[config.mk]
export PLATFORM = sky130hd
export DESIGN_NAME = wdt_top
export DESIGN_NICKNAME = d
export VERILOG_FILES = /design/src/include/wdt_pkg.sv /design/src/rtl/wdt_top.sv
export SDC_FILE = /design/constraint.sdc
export NUM_CORES = 1
export LEC_CHECK = 0
export ABC_AREA = 1
export BUFFER_PORTS_ARGS = -buffer_cell sky130_fd_sc_hd__buf_2
export CAP_MARGIN = 30
export CELL_PAD_IN_SITES_DETAIL_PLACEMENT = 1
export CELL_PAD_IN_SITES_GLOBAL_PLACEMENT = 1
export CORE_MARGIN = 5
export CORE_UTILIZATION = 40
export CTS_CLUSTER_DIAMETER = 120
export CTS_CLUSTER_SIZE = 30
export DETAILED_ROUTE_END_ITERATION = 12
export HOLD_SLACK_MARGIN = 0.08
export PLACE_DENSITY_LB_ADDON = 0.1
export SLEW_MARGIN = 5
export SYNTH_ARGS = -nofsm -noshare
export SYNTH_HDL_FRONTEND = slang
export SYNTH_SLANG_ARGS = --single-unit
[constraint.sdc]
create_clock -name clk_i -period 3.3 [get_ports clk_i]
set_clock_uncertainty 0.05 [all_clocks]
set_input_delay 0.165 -clock clk_i [delete_from_list [all_inputs] [get_ports clk_i]]
set_output_delay 0.165 -clock clk_i [all_outputs]
set_load 0.05 [all_outputs]
[src/include/wdt_pkg.sv]
/*
  Constants for the watchdog reset timer: register offsets, bit positions,
  reset values and divider taps.
  Assumes a 32-bit classic Wishbone slave port and a 25 MHz system clock.
*/
// Notes on behaviour
// RULE_01: Software rewrites control register with whole writes.
// RULE_02: Counter-enable bit changes only when bit7 written 0.
// RULE_03: Counter writes accepted only while counter-enable set.
// RULE_04: Control-enable bit changes only when bit5 written 0.
// RULE_05: Run and flag writable only with control-enable set.
// RULE_06: Run bit changes when bit3 zero and enabled.
// RULE_07: Flag changes when bit1 zero and enabled.
// RULE_08: Guard bits 7,5,3,1 always read one.
// RULE_09: Counter advances on ticks while run set.
// RULE_10: Overflow sets flag; reset or qualified write clears.
// RULE_11: Count FF plus tick wraps to 00, resets.
// RULE_12: Counter starts at zero after reset.
// RULE_13: Clock select: 1xxx picks prescaler tap, 0xxx oscillator.
// RULE_14: Clock-select upper four bits read one, unwritable.
// RULE_15: Software starts watchdog with two control writes.
// RULE_16: Internal reset lasts 256 oscillator cycles.
// RULE_17: Counting resumes from any software-written value.
// RULE_18: Oscillator-clocked watchdog runs in every mode.
// RULE_19: Taps come from free-running system clock divider.
// RULE_20: Guarded fields of one write evaluated independently.
package wdt_pkg;
  localparam logic [3:0] ADR_CTRL = 4'h0;
  localparam logic [3:0] ADR_CNT = 4'h4;
  localparam logic [3:0] ADR_CSEL = 4'h8;
  localparam int B_CWE_G = 7;
  localparam int B_CWE = 6;
  localparam int B_SWE_G = 5;
  localparam int B_SWE = 4;
  localparam int B_RUN_G = 3;
  localparam int B_RUN = 2;
  localparam int B_FLG_G = 1;
  localparam int B_FLG = 0;
  localparam int DIV_W = 13;
  localparam int TAP_BASE = 5;
  localparam logic [7:0] CNT_RST = 8'h00;
  localparam logic [7:0] CNT_MAX = 8'hFF;
  localparam logic [3:0] CSEL_RST = 4'hF;
  localparam logic [3:0] CSEL_HI = 4'hF;
  localparam int CSEL_OSC_BIT = 3;
  localparam logic [8:0] RST_LEN = 9'h100;
  localparam logic [31:0] RD_ZERO = 32'h0000_0000;
endpackage : wdt_pkg

[src/rtl/wdt_top.sv]
/*
  Watchdog reset timer: 8-bit up-counter with write-guarded control bits,
  a clock-select register and a stretched internal reset on overflow.
  Assumes a classic Wishbone master on clk_i and an oscillator tick input
  from another clock domain; that tick is synchronised here.
*/
// Added by the designer: the register addresses and the Wishbone slave port.
`timescale 1ns/1ns
module wdt_top
  import wdt_pkg::*;
(
  input wire logic clk_i,
  input wire logic rst_i,
  input wire logic osc_clk_i,
  input wire logic wb_cyc_i,
  input wire logic wb_stb_i,
  input wire logic wb_we_i,
  input wire logic [3:0] wb_adr_i,
  input wire logic [3:0] wb_sel_i,
  input wire logic [31:0] wb_dat_i,
  output logic [31:0] wb_dat_o,
  output logic wb_ack_o,
  output logic wdt_reset_o
);
  import wdt_pkg::*;

  ////////////////////////////////////////////////////////////////////////////
  // Bus decode
  logic ack_q;
  logic [31:0] dat_q;
  logic cwe_q, swe_q, run_q, flg_q;
  logic [7:0] cnt_q;
  logic [3:0] csel_q;
  wire req = wb_cyc_i && wb_stb_i && !ack_q;
  wire wr0 = req && wb_we_i && wb_sel_i[0];
  wire wr_ctrl = wr0 && (wb_adr_i == ADR_CTRL);
  wire wr_cnt = wr0 && (wb_adr_i == ADR_CNT) && cwe_q; // RULE_03
  wire wr_csel = wr0 && (wb_adr_i == ADR_CSEL);
  wire [7:0] wd = wb_dat_i[7:0];
  wire ctrl_ok = wr_ctrl && swe_q; // RULE_05
  wire [7:0] ctrl_rd = {1'b1, cwe_q, 1'b1, swe_q, 1'b1, run_q, 1'b1, flg_q}; // RULE_08
  wire [7:0] csel_rd = {CSEL_HI, csel_q}; // RULE_14
  wire [31:0] rd_mux = (wb_adr_i == ADR_CTRL) ? {24'h00_0000, ctrl_rd} :
                       (wb_adr_i == ADR_CNT) ? {24'h00_0000, cnt_q} :
                       (wb_adr_i == ADR_CSEL) ? {24'h00_0000, csel_rd} : RD_ZERO;

  ////////////////////////////////////////////////////////////////////////////
  // Oscillator tick synchroniser and edge detect
  logic osc_s1_q, osc_s2_q, osc_s3_q;
  wire osc_tick = osc_s2_q && !osc_s3_q;
  always_ff @(posedge clk_i) begin
    osc_s1_q <= osc_clk_i;
    osc_s2_q <= osc_s1_q;
    osc_s3_q <= rst_i ? 1'b0 : osc_s2_q;
  end

  ////////////////////////////////////////////////////////////////////////////
  // Prescaler: free-running divider, rising edge of selected tap
  logic [DIV_W-1:0] div_q;
  logic tap_q;
  wire [2:0] tap_idx = csel_q[2:0];
  wire tap_now = div_q[TAP_BASE + int'(tap_idx)];
  wire use_osc = !csel_q[CSEL_OSC_BIT]; // RULE_13 RULE_18
  wire tick = use_osc ? osc_tick : (tap_now && !tap_q); // RULE_19
  always_ff @(posedge clk_i) begin
    div_q <= rst_i ? '0 : div_q + 1'b1;
    tap_q <= rst_i ? 1'b0 : tap_now;
  end

  ////////////////////////////////////////////////////////////////////////////
  // Counter and overflow
  logic [8:0] rlen_q;
  wire inc = run_q && tick; // RULE_09
  wire ovf = inc && (cnt_q == CNT_MAX) && !wr_cnt; // RULE_11
  wire [7:0] cnt_d = wr_cnt ? wd : (inc ? cnt_q + 8'h01 : cnt_q); // RULE_17 RULE_11
  always_ff @(posedge clk_i) begin
    if (rst_i) begin
      cnt_q <= CNT_RST; // RULE_12
    end else begin
      cnt_q <= cnt_d;
    end
  end

  ////////////////////////////////////////////////////////////////////////////
  // Control/status register, each field against its own guard
  always_ff @(posedge clk_i) begin
    if (rst_i) begin
      cwe_q <= 1'b0;
      swe_q <= 1'b0;
      run_q <= 1'b0;
      flg_q <= 1'b0;
      csel_q <= CSEL_RST;
    end else begin
      if (wr_ctrl && !wd[B_CWE_G]) cwe_q <= wd[B_CWE]; // RULE_02 RULE_20
      if (wr_ctrl && !wd[B_SWE_G]) swe_q <= wd[B_SWE]; // RULE_04
      if (ctrl_ok && !wd[B_RUN_G]) run_q <= wd[B_RUN]; // RULE_06
      if (ovf) begin
        flg_q <= 1'b1; // RULE_10
      end else if (ctrl_ok && !wd[B_FLG_G]) begin
        flg_q <= wd[B_FLG]; // RULE_07
      end
      if (wr_csel) csel_q <= wd[3:0];
    end
  end

  ////////////////////////////////////////////////////////////////////////////
  // Internal reset stretch, counted in oscillator ticks
  always_ff @(posedge clk_i) begin
    if (rst_i) begin
      rlen_q <= '0;
    end else if (ovf) begin
      rlen_q <= RST_LEN; // RULE_16
    end else if (rlen_q != 9'h000 && osc_tick) begin
      rlen_q <= rlen_q - 9'h001;
    end
  end
  always_ff @(posedge clk_i) begin
    wdt_reset_o <= rst_i ? 1'b0 : (ovf || (rlen_q > 9'h001) || (rlen_q == 9'h001 && !osc_tick));
  end

  ////////////////////////////////////////////////////////////////////////////
  // Bus answer: one wait state
  always_ff @(posedge clk_i) begin
    ack_q <= rst_i ? 1'b0 : req;
    dat_q <= rst_i ? RD_ZERO : rd_mux;
  end
  assign wb_ack_o = ack_q;
  assign wb_dat_o = dat_q;

  ////////////////////////////////////////////////////////////////////////////
  // Assertions
  property p_cwe_guard;
    @(posedge clk_i) disable iff (rst_i) (wr_ctrl && wd[B_CWE_G]) |=> $stable(cwe_q);
  endproperty
  a_cwe_guard: assert property (p_cwe_guard) else $error("counter enable changed under guard"); // RULE_02
  property p_cnt_locked;
    @(posedge clk_i) disable iff (rst_i) (wr0 && wb_adr_i == ADR_CNT && !cwe_q && !inc) |=> $stable(cnt_q);
  endproperty
  a_cnt_locked: assert property (p_cnt_locked) else $error("counter written while locked"); // RULE_03
  property p_swe_guard;
    @(posedge clk_i) disable iff (rst_i) (wr_ctrl && wd[B_SWE_G]) |=> $stable(swe_q);
  endproperty
  a_swe_guard: assert property (p_swe_guard) else $error("control enable changed under guard"); // RULE_04
  property p_run_locked;
    @(posedge clk_i) disable iff (rst_i) !(wr_ctrl && swe_q && !wd[B_RUN_G]) |=> $stable(run_q);
  endproperty
  a_run_locked: assert property (p_run_locked) else $error("run bit changed without qualified write"); // RULE_06
  property p_guard_read;
    @(posedge clk_i) disable iff (rst_i) (req && !wb_we_i && wb_adr_i == ADR_CTRL) |=> (wb_dat_o[7:0] & 8'hAA) == 8'hAA;
  endproperty
  a_guard_read: assert property (p_guard_read) else $error("guard bits not read as one"); // RULE_08
  property p_hold;
    @(posedge clk_i) disable iff (rst_i) (!run_q && !wr_cnt) |=> $stable(cnt_q);
  endproperty
  a_hold: assert property (p_hold) else $error("counter moved while stopped"); // RULE_09
  property p_ovf;
    @(posedge clk_i) disable iff (rst_i) ovf |=> (cnt_q == CNT_RST) && flg_q && wdt_reset_o;
  endproperty
  a_ovf: assert property (p_ovf) else $error("overflow did not wrap, flag and reset"); // RULE_10
  property p_csel_read;
    @(posedge clk_i) disable iff (rst_i) (req && !wb_we_i && wb_adr_i == ADR_CSEL) |=> wb_dat_o[7:4] == CSEL_HI;
  endproperty
  a_csel_read: assert property (p_csel_read) else $error("clock select upper bits not one"); // RULE_14
  property p_ack_one;
    @(posedge clk_i) disable iff (rst_i) wb_ack_o |=> !wb_ack_o;
  endproperty
  a_ack_one: assert property (p_ack_one) else $error("ack longer than one cycle");

  ////////////////////////////////////////////////////////////////////////////
  // Assertions on the run/flag lock, counting and reset stretch
  property p_ctrl_locked;
    @(posedge clk_i) disable iff (rst_i) (wr_ctrl && !swe_q && !ovf) |=> $stable(run_q) && $stable(flg_q);
  endproperty
  a_ctrl_locked: assert property (p_ctrl_locked) else $error("run or flag changed while control locked"); // RULE_05
  property p_flg_locked;
    @(posedge clk_i) disable iff (rst_i) (!(ctrl_ok && !wd[B_FLG_G]) && !ovf) |=> $stable(flg_q);
  endproperty
  a_flg_locked: assert property (p_flg_locked) else $error("flag changed without qualified write"); // RULE_07
  property p_ovf_max;
    @(posedge clk_i) disable iff (rst_i) ovf |-> (cnt_q == CNT_MAX) && run_q;
  endproperty
  a_ovf_max: assert property (p_ovf_max) else $error("overflow away from full count"); // RULE_11
  property p_cnt_wr;
    @(posedge clk_i) disable iff (rst_i) wr_cnt |=> cnt_q == $past(wd);
  endproperty
  a_cnt_wr: assert property (p_cnt_wr) else $error("counter write did not land"); // RULE_17
  property p_cnt_step;
    @(posedge clk_i) disable iff (rst_i) (inc && !wr_cnt) |=> cnt_q == $past(cnt_q) + 8'h01;
  endproperty
  a_cnt_step: assert property (p_cnt_step) else $error("counter did not advance by one"); // RULE_09
  property p_rst_hold;
    @(posedge clk_i) disable iff (rst_i) (rlen_q > 9'h001) |=> wdt_reset_o;
  endproperty
  a_rst_hold: assert property (p_rst_hold) else $error("internal reset dropped early"); // RULE_16
  property p_rst_end;
    @(posedge clk_i) disable iff (rst_i) (!ovf && rlen_q == 9'h000) |=> !wdt_reset_o;
  endproperty
  a_rst_end: assert property (p_rst_end) else $error("internal reset held too long"); // RULE_16
  property p_tap_pulse;
    @(posedge clk_i) disable iff (rst_i) (!use_osc && tick) |=> !tick;
  endproperty
  a_tap_pulse: assert property (p_tap_pulse) else $error("prescaler tick longer than one cycle"); // RULE_19
  c_rst_done: cover property (@(posedge clk_i) disable iff (rst_i) $fell(wdt_reset_o));
  c_ovf: cover property (@(posedge clk_i) disable iff (rst_i) ovf);
  c_start: cover property (@(posedge clk_i) disable iff (rst_i) $rose(run_q));
  c_cntwr: cover property (@(posedge clk_i) disable iff (rst_i) wr_cnt);
  c_osc: cover property (@(posedge clk_i) disable iff (rst_i) inc && use_osc);
endmodule : wdt_top

==> impl_metrics.yaml, run 1 <==
clocking:
  path_clk_slew_ns: 0.09
  cts_buffers: 5
  clockBufferDepth: 2
  cts_sinks: 52
  cts_tree: "done"
  cts_root_buf: "clkbuf_8"
  clk_latency_ns: 0.30
  htreeDepth: 2
  cts_resized: 0
worst_setup_path:
  reg2reg_from: "csel_q[0]"
  crit_start: "csel_q[0]"
  critPathArrivalTime_ns: 2.29
  cp_top_family: "simple AND/OR/NAND/NOR gates"
  critPathLaunchType: "flip-flop"
  critPathSlowestCell: "dfxtp_1"
  path_cells: "ha_1 -> inv_1 -> nand3_1 -> nand2_1 -> nand2_1 -> nand2_2 -> nand3_2 -> nand2_4 -> nand4_4 -> nand2_4 -> nor2_2"
  critical_path.max_fanout: 10
  critPathMaxStageDelay_ns: 0.60
  cp.buffers_inverters: 1
  critical_path_required_ns: 3.45
  crit_path_end_kind: "flip-flop"
  path_class: "reg -> reg"
synth:
  ys_top_cells_by_area: "dfxtp_1 (35%), nand2_1 (7.5%), buf_4 (6.4%), inv_1 (5.4%), nand3_1 (4.2%)"
  synthCells: 387
  synth_edf_count: 0
  synth.most_common_cell: "nand2_1"
  yosysTopAreaCellShare: 0.3536
  ys.flop_type: "dfxtp_1"
  ys_seq_area_frac: 0.3536
  avgSynthCellArea_um2: 7.607
  synth_top_cell_by_area: "dfxtp_1"
  syn_area_mm2: 0.002944
  synthArstFlopShare: 0
  synth_cell_type_count: 41
  netlist_top_cells_count: "nand2_1 (59), dfxtp_1 (52), inv_1 (42)"
  yosys_warnings: 0
  ys_ff_latch: 52
place:
  place_congestion: 0.8237
  portBuffers: 28
  hpwl_um: 5178
sta:
  tns_ns: 0
  slew_headroom: 0.6159
  drv_slew: 0
  setup_violations: 0
  rsz0062_at_grt: "no"
  worstMarginPinSlew_ns: 0.5755
  fin_crit_ns: 2.139
  clock.fmax_ghz: 0.4674
  fin_crit_sh: 0.6483
  hold_viol: 0
detailed_routing:
  routedWlPerCell_um: 12.73
  vias: 2436
  drt_wl_total_um: 6621
  ant_nets: 0
  drtIter0Drc: 21
  via_per_inst: 4.685
  first_pass_iters: 4
  drc: 0
power_and_ir_drop:
  leakagePower_nw: 1.377
  ir_drop_uv: 216.4
  finalPower_mw: 1.839
  p_per_area_mw_per_mm2: 568.5
die:
  fp.dieW_um: 95.79
  coreArea_mm2: 0.007214
  start_util: 0.4081
  dieArea_mm2: 0.009176
  num_rows: 31
  io_pins: 80
  die_height_um: 95.79
grt:
  grt_max_degree: 27
  grt_pass1_vias: 2453
  grt_pass1_wl_um: 11440
  grt_antenna_before_repair: 0
  gr-total-overflow: 0
  gr-usage-all-layers: 0.1577
job:
  drv_cap: 0
layout:
  drive_above_1_share: 0.2352
  antenna_cells: 0
  final_nets: 472
  area_growth_pct: 9.860
min_path:
  min_from: "wb_cyc_i"
  hp-class: "in -> reg"
run_status:
  outcome: "completed"
[per-layer routing]
layer  up-vias  track usage  share of wire
li1       1262            -              -
met1      1142       0.1973           0.45
met2        27       0.2803           0.51
met3         5      0.02658          0.025
met4         0      0.03910          0.010
met5         -            0              0
[layout make-up]
type | instances | area [µm²]
clock inverters | 2 | 35.03
inverters | 53 | 203.9
repair buffers | 33 | 187.7
clock buffers | 6 | 72.57
flip-flops and latches | 52 | 1041
multi-input cells | 275 | 1570
well taps | 99 | 123.9
fillers | 977 | 3980
[path summary, 6_finish.rpt]
kind | to | slack [ns] | depth (start not counted)
worst max-delay path | rlen_q[6] | 1.16 | 11
worst min-delay path | wb_ack_o | 0.09 | 3
worst max register to register | rlen_q[6] | 1.16 | 11
worst min register to register | osc_s2_q | 0.29 | 0
[where the power goes]
group	total, mW	leakage, nW	internal (mW)	switching [mW]
clock network	0.438	0.0552	0.226	0.213
registers	0.747	0.423	0.690	0.0568
logic	0.654	0.899	0.228	0.425
[logic make-up (layout without fill, tap and decap cells)]
logic type,Yosys count,count (layout),synth area share
buf+inv,83,94,0.1424
simple gates,175,175,0.3272
other cells,1,24,0.001274
flops,52,52,0.3536
xor+xnor,8,8,0.02380
fa+ha+maj,6,6,0.02550
compound gates,61,61,0.1228
mux,1,1,0.003400
[worst min-delay path: stages]
cell and delay (ns):
buf_2 0.10, nand2_2 0.09, nor3_1 0.05
[repair_timing]
item	in CTS	in global routing
hold buffers	4	0
endpoints found under the hold margin	4	0
setup buffers	0	0
[flip-flops by register name, summed over array words and instances (netlist names), 4 cells and up]
register  count
csel_q        4
rlen_q        9
cnt_q         8
div_q        13
wb_dat_o      8
[cells in the final DEF, fill, tap and decap left out, types with 7 or more instances in the layout]
cell type  instances
nand2_1           59
buf_2             28
inv_1             42
nand3_1           25
nand2_2           13
a21oi_2            7
nor2_2            14
nor2_1            33
o21ai_0           18
a21oi_1           23
dfxtp_1           52
inv_2              8
conb_1            24
[metrics by stage]
step	cells	hold WS, ns	worst slack (ns)	cell area (µm²)	utilization
floorplan	410	0.1427	1.658	3030	-
global placement	508	0.2226	1.159	3087	0.4279
detailed placement	508	0.2233	1.142	3087	0.4279
CTS	520	0.08346	1.112	3234	0.4483
global route	520	0.1026	0.9530	3234	0.4483
finish	520	0.08828	1.161	3234	0.4483
Power figures use the tool's default switching activity.
==> run 2: changes to the inputs <==
--- a/config.mk
+++ b/config.mk
@@ -11,7 +11,7 @@
 export CELL_PAD_IN_SITES_DETAIL_PLACEMENT = 1
 export CELL_PAD_IN_SITES_GLOBAL_PLACEMENT = 1
 export CORE_MARGIN = 5
-export CORE_UTILIZATION = 40
+export CORE_UTILIZATION = 38
 export CTS_CLUSTER_DIAMETER = 120
 export CTS_CLUSTER_SIZE = 30
 export DETAILED_ROUTE_END_ITERATION = 12
==> constraint.sdc (replaced) <==
create_clock -name clk_i -period 2 [get_ports clk_i]
set_clock_uncertainty 0.05 [all_clocks]
set_input_delay 0.1 -clock clk_i [delete_from_list [all_inputs] [get_ports clk_i]]
set_output_delay 0.1 -clock clk_i [all_outputs]
set_load 0.05 [all_outputs]
==> run 2 against run 1 <==
Net effect: count of clock-buffer cells in the layout is the same; design area grew 3.1%; total power grew 65%; die area grew 4.7%; critical path depth is the same; register-to-register slack lost 0.99 ns; via count grew 1.5%; global-route usage shrank 1.3 points; flip-flop and latch count is the same; final cell count grew 2.5%; largest power group unchanged.
==> impl_metrics.yaml, run 2 (synthesis gave the netlist of run 1 again) <==
run_status:
  outcome: "completed"
power_and_ir_drop:
  finalPower_mw: 3.037
  leakagePower_nw: 1.419
  p_per_area_mw_per_mm2: 910.8
  ir_drop_uv: 302.1
sta:
  worstMarginPinSlew_ns: 0.6956
  rsz0062_at_grt: "no"
  clock.fmax_ghz: 0.5479
  setup_violations: 0
  drv_slew: 0
  tns_ns: 0
  slew_headroom: 0.5358
  setup_ws_ns: 0.1750
  hold_viol: 0
  fin_crit_ns: 1.825
  fin_crit_sh: 0.9125
clocking:
  cts_buffers: 5
  htreeDepth: 2
  cts_setup_buffers: 0
  clk_latency_ns: 0.31
  cts_root_buf: "clkbuf_8"
  clockBufferDepth: 2
  cts_sinks: 52
  path_clk_slew_ns: 0.10
  cts_tree: "done"
die:
  coreArea_mm2: 0.007647
  dieArea_mm2: 0.009608
  start_util: 0.3850
  die_height_um: 98.02
  io_pins: 80
  fp.dieW_um: 98.02
  num_rows: 32
grt:
  grt_pass1_vias: 2439
  grt_max_degree: 26
  gr-total-overflow: 0
  grt_antenna_before_repair: 0
  grt_pass1_wl_um: 11560
  gr-usage-all-layers: 0.1446
place:
  place_congestion: 0.8236
  place_area_mm2: 0.003113
  pre_cts_ws_ns: 0.1418
  portBuffers: 28
  hpwl_um: 5279
detailed_routing:
  via_per_inst: 4.640
  ant_nets: 0
  routedWlPerCell_um: 12.91
  drt_wl_total_um: 6881
  drc: 0
  vias: 2473
  drtIter0Drc: 32
  first_pass_iters: 4
worst_setup_path:
  critPathLaunchType: "flip-flop"
  crit_path_end_kind: "flip-flop"
  reg2reg_slack_ns: 0.17
  critPathArrivalTime_ns: 1.98
  reg2reg_from: "csel_q[1]"
  critical_path_required_ns: 2.16
  critical_path.max_fanout: 8
  path_class: "reg -> reg"
  ff2ff_path_depth: 11
  r2r-end: "rlen_q[6]"
layout:
  final_nets: 482
  drive_above_1_share: 0.2413
  layout_common_cells: "nand2_1 (59), dfxtp_1 (51), inv_1 (42), nor2_1 (33), buf_2 (28)"
  antenna_cells: 0
  nFillCells: 985
  largest_reg_flops: 13
  top_register: "div_q"
  reg.largest.list: "div_q (13), rlen_q (9)"
  final_common_cell: "nand2_1"
  area_growth_pct: 13.26
  design_area_mm2: 0.003334
min_path:
  whs_endpoint: "wb_dat_o[3]"
  min_from: "wb_adr_i[2]"
  hold_path_depth: 4
  hp-class: "in -> reg"
job:
  drv_cap: 0
## run 2: changes by cell type in the layout (fill, tap and decap cells not counted)
| cell | before | now |
|---|---|---|
| dfxtp_1 | 52 | 51 |
| dfxtp_2 | 0 | 1 |
| dlygate4sd3_1 | 4 | 11 |
| buf_4 | 1 | 4 |
| ha_1 | 6 | 5 |
| ha_2 | 0 | 1 |
## run 2: worst max path at each step
stage           endpoint  depth (start not counted)      start
5_1_grt         cnt_q[6]                         12  csel_q[1]
3_5_place_dp   rlen_q[6]                         11  csel_q[1]
3_3_place_gp   rlen_q[6]                         11  csel_q[1]
6_report       rlen_q[6]                         11  csel_q[1]
2_1_floorplan  rlen_q[6]                         11  csel_q[0]
4_1_cts        rlen_q[6]                         11  csel_q[1]
## run 2: worst max-delay path: stages, from the launching register on
cell and delay [ns]:
dfxtp_1 0.39, ha_2 0.32, inv_1 0.10, nand3_1 0.08, nand2_1 0.07, nand2_1 0.06
nand2_2 0.08, nand3_2 0.10, nand2_4 0.12, nand4_4 0.13, nand2_4 0.18, nor2_2 0.06
## run 2: repair_timing
action	CTS	global route
setup endpoints to repair	0	3
hold buffers	11	0
resized for setup	0	2
hold endpoints to repair	10	0
## run 2: layer usage
layer  vias to the layer above  wire [µm]  part of all wire  GRT usage
met5                         -          0                 0          0
met4                         0         57            0.0083    0.02556
met3                         5        233             0.034    0.03000
met2                        38       3315              0.48     0.2524
met1                      1145       3275              0.48     0.1859
li1                       1285          -                 -          -
## run 2: metrics by stage
step / util / cells / hold WS [ns]
2_1_floorplan: - / 410 / 0.07772
3_3_place_gp: 0.4071 / 514 / 0.1600
3_5_place_dp: 0.4071 / 514 / 0.1544
4_1_cts: 0.4355 / 533 / 0.1481
5_1_grt: 0.4360 / 533 / 0.1714
6_report: 0.4360 / 533 / 0.1432
## run 2: power by group
| part | switching, mW | internal (mW) |
|---|---|---|
| Clock | 0.349 | 0.372 |
| Combinational | 0.697 | 0.387 |
| Sequential | 0.0936 | 1.14 |
| Total | 1.14 | 1.90 |
## run 2: cell type report
type                    count  area [µm²]  area share
multi-input cells         275        1573      0.4717
inverters                  53       203.9     0.06116
clock inverters             2       35.03     0.01051
flip-flops and latches     52        1042      0.3126
well taps                 102       127.6     0.03827
repair buffers             43       280.3     0.08405
clock buffers               6       72.57     0.02176
==> run 3: changes to the inputs <==
--- a/config.mk
+++ b/config.mk
@@ -15,7 +15,9 @@
 export CTS_CLUSTER_DIAMETER = 120
 export CTS_CLUSTER_SIZE = 30
 export DETAILED_ROUTE_END_ITERATION = 12
+export GPL_TIMING_DRIVEN = 0
 export HOLD_SLACK_MARGIN = 0.08
+export MAX_ROUTING_LAYER = met4
 export PLACE_DENSITY_LB_ADDON = 0.1
 export SLEW_MARGIN = 5
 export SYNTH_ARGS = -nofsm -noshare
==> constraint.sdc (replaced) <==
create_clock -name clk_i -period 2 [get_ports clk_i]
set_clock_uncertainty 0.05 [all_clocks]
set_input_delay 0 -clock clk_i [delete_from_list [all_inputs] [get_ports clk_i]]
set_output_delay 0 -clock clk_i [all_outputs]
set_load 0.05 [all_outputs]
==> run 3 against run 2 <==
Net effect: global-route usage up 2.3 points; maximum frequency shrank 3.0%; first-iteration DRC count grew 38%; setup slack worse by 0.057 ns; critical endpoint is now cwe_q; largest cell class unchanged; highest routed layer unchanged.
==> impl_metrics.yaml, run 3 (synthesis gave the netlist of run 1 again) <==
run_status:
  outcome: "completed"
worst_setup_path:
  path_class: "in -> reg"
  reg2reg_slack_ns: 0.12
  critPathLaunchType: "input pin"
  r2r-end: "cwe_q"
  reg2reg_from: "wb_ack_o"
  crit_path_end_kind: "flip-flop"
  critical_path.max_fanout: 4
  crit_start: "wb_stb_i"
  critical_path_required_ns: 2.14
  critPathArrivalTime_ns: 2.03
  ff2ff_path_depth: 7
layout:
  postLayoutCoreUtil: 0.4725
  layout_common_cells: "nand2_1 (59), dfxtp_1 (51), inv_1 (41), nor2_1 (32), buf_2 (28)"
  antenna_cells: 0
  drive_above_1_share: 0.2786
  reg.largest.list: "div_q (13), rlen_q (9)"
  top_register: "div_q"
  final_nets: 514
  design_area_mm2: 0.003613
  final_common_cell: "nand2_1"
  fin_cells: 565
  largest_reg_flops: 13
  area_growth_pct: 22.74
clocking:
  cts_sinks: 52
  clk_latency_ns: 0.30
  cts_buffers: 5
  htreeDepth: 2
  cts_tree: "done"
  cts_root_buf: "clkbuf_8"
  clockBufferDepth: 2
  path_clk_slew_ns: 0.10
detailed_routing:
  drc: 0
  first_pass_iters: 4
  drt_wl_total_um: 7463
  ant_nets: 0
  via_per_inst: 4.609
  drtIter0Drc: 44
  routedWlPerCell_um: 13.21
  vias: 2604
die:
  fp.dieW_um: 98.02
  dieArea_mm2: 0.009608
  start_util: 0.3850
  coreArea_mm2: 0.007647
  io_pins: 80
  num_rows: 32
  die_height_um: 98.02
power_and_ir_drop:
  swShare: 0.3661
  ir_drop_uv: 281.3
  combPwrFrac: 0.361
  seqPwrFrac: 0.389
  p_clk_frac: 0.250
  leakagePower_nw: 1.586
  power_switching_mw: 1.159
  p_per_area_mw_per_mm2: 876.0
  p_int_mw: 2.007
min_path:
  hold_path_depth: 5
  min_from: "wb_we_i"
  whs_endpoint: "csel_q[0]"
  hp-class: "in -> reg"
grt:
  grt_antenna_before_repair: 0
  gr-usage-all-layers: 0.1675
  grt_pass1_wl_um: 12780
  grt_max_degree: 16
  gr-total-overflow: 0
  grt_pass1_vias: 2643
sta:
  worstMarginPinSlew_ns: 0.5950
  drv_slew: 0
  setup_violations: 0
  fin_crit_ns: 1.882
  hold_viol: 0
  rsz0062_at_grt: "no"
  slew_headroom: 0.6033
  fin_crit_sh: 0.9408
  clock.fmax_ghz: 0.5315
  tns_ns: 0
place:
  place_area_mm2: 0.003293
  portBuffers: 27
  place_congestion: 0.8840
  dp_cells: 539
  hpwl_um: 5611
job:
  drv_cap: 0
## run 3: changes by cell type in the layout (fill, tap and decap cells not counted), sizes merged
cell         delta
inv             -1
dlygate4sd3     +6
clkbuf          +3
clkinv          -1
clkinvlp        +1
buf            +24
## run 3: worst max-delay path, cell delays in order
cell and delay (ns):
dlygate4sd3_1 0.52, buf_2 0.11, nand2_2 0.06, nor2_4 0.10
nand3_4 0.13, nor2_2 0.22, nand2_1 0.09, o21ai_0 0.16
dlygate4sd3_1 0.58, a21oi_1 0.04
## run 3: power groups by stage
stage | Sequential [mW] | Clock [mW] | Combinational (mW)
after floorplan | 1.28 | 0 | 0.898
after global placement | 1.25 | 0 | 1.09
after detailed placement | 1.25 | 0 | 1.12
after CTS | 1.23 | 0.826 | 1.15
after global routing | 1.25 | 0.873 | 1.29
final | 1.23 | 0.793 | 1.14
## run 3: area by class of cell
cell class	count	area, µm²
inverters	53	207.7
repair buffers	45	312.8
flip-flops and latches	52	1042
clock buffers	7	96.34
clock inverters	1	30.03
fillers	993	4034
multi-input cells	275	1582
well taps	102	127.6
plain buffers	30	215.2
## run 3: worst max-delay path by stage
stage / end / slack, ns / cells past startpoint
2_1_floorplan: rlen_q[6] / 0.36 / 11
3_3_place_gp: rlen_q[6] / 0.14 / 11
3_5_place_dp: rlen_q[6] / 0.13 / 11
4_1_cts: swe_q / 0.08 / 7
5_1_grt: cnt_q[2] / 0.005 / 12
6_report: cwe_q / 0.12 / 10
## run 3: repair_timing
action	in CTS	in global routing
hold buffers	17	0
endpoints found under the hold margin	21	0
buffers inserted	0	1
setup endpoints to repair	0	11
gates resized for setup	0	4
## run 3: layer usage
metal,vias up,global-route usage,share of wire
met4,0,0.03195,0.0079
met3,5,0.02714,0.029
li1,1341,-,-
met5,-,-,0
met2,41,0.2916,0.51
met1,1217,0.2053,0.46
## run 3: per-stage QoR
stage	hold WS, ns	total power [mW]	worst slack, ns
6_report	0.1253	3.166	0.1184
5_1_grt	0.1493	3.412	0.004927
3_3_place_gp	0.06384	2.345	0.1446
3_5_place_dp	0.05645	2.376	0.1270
4_1_cts	0.1075	3.212	0.07981
2_1_floorplan	-0.02228	2.179	0.3583
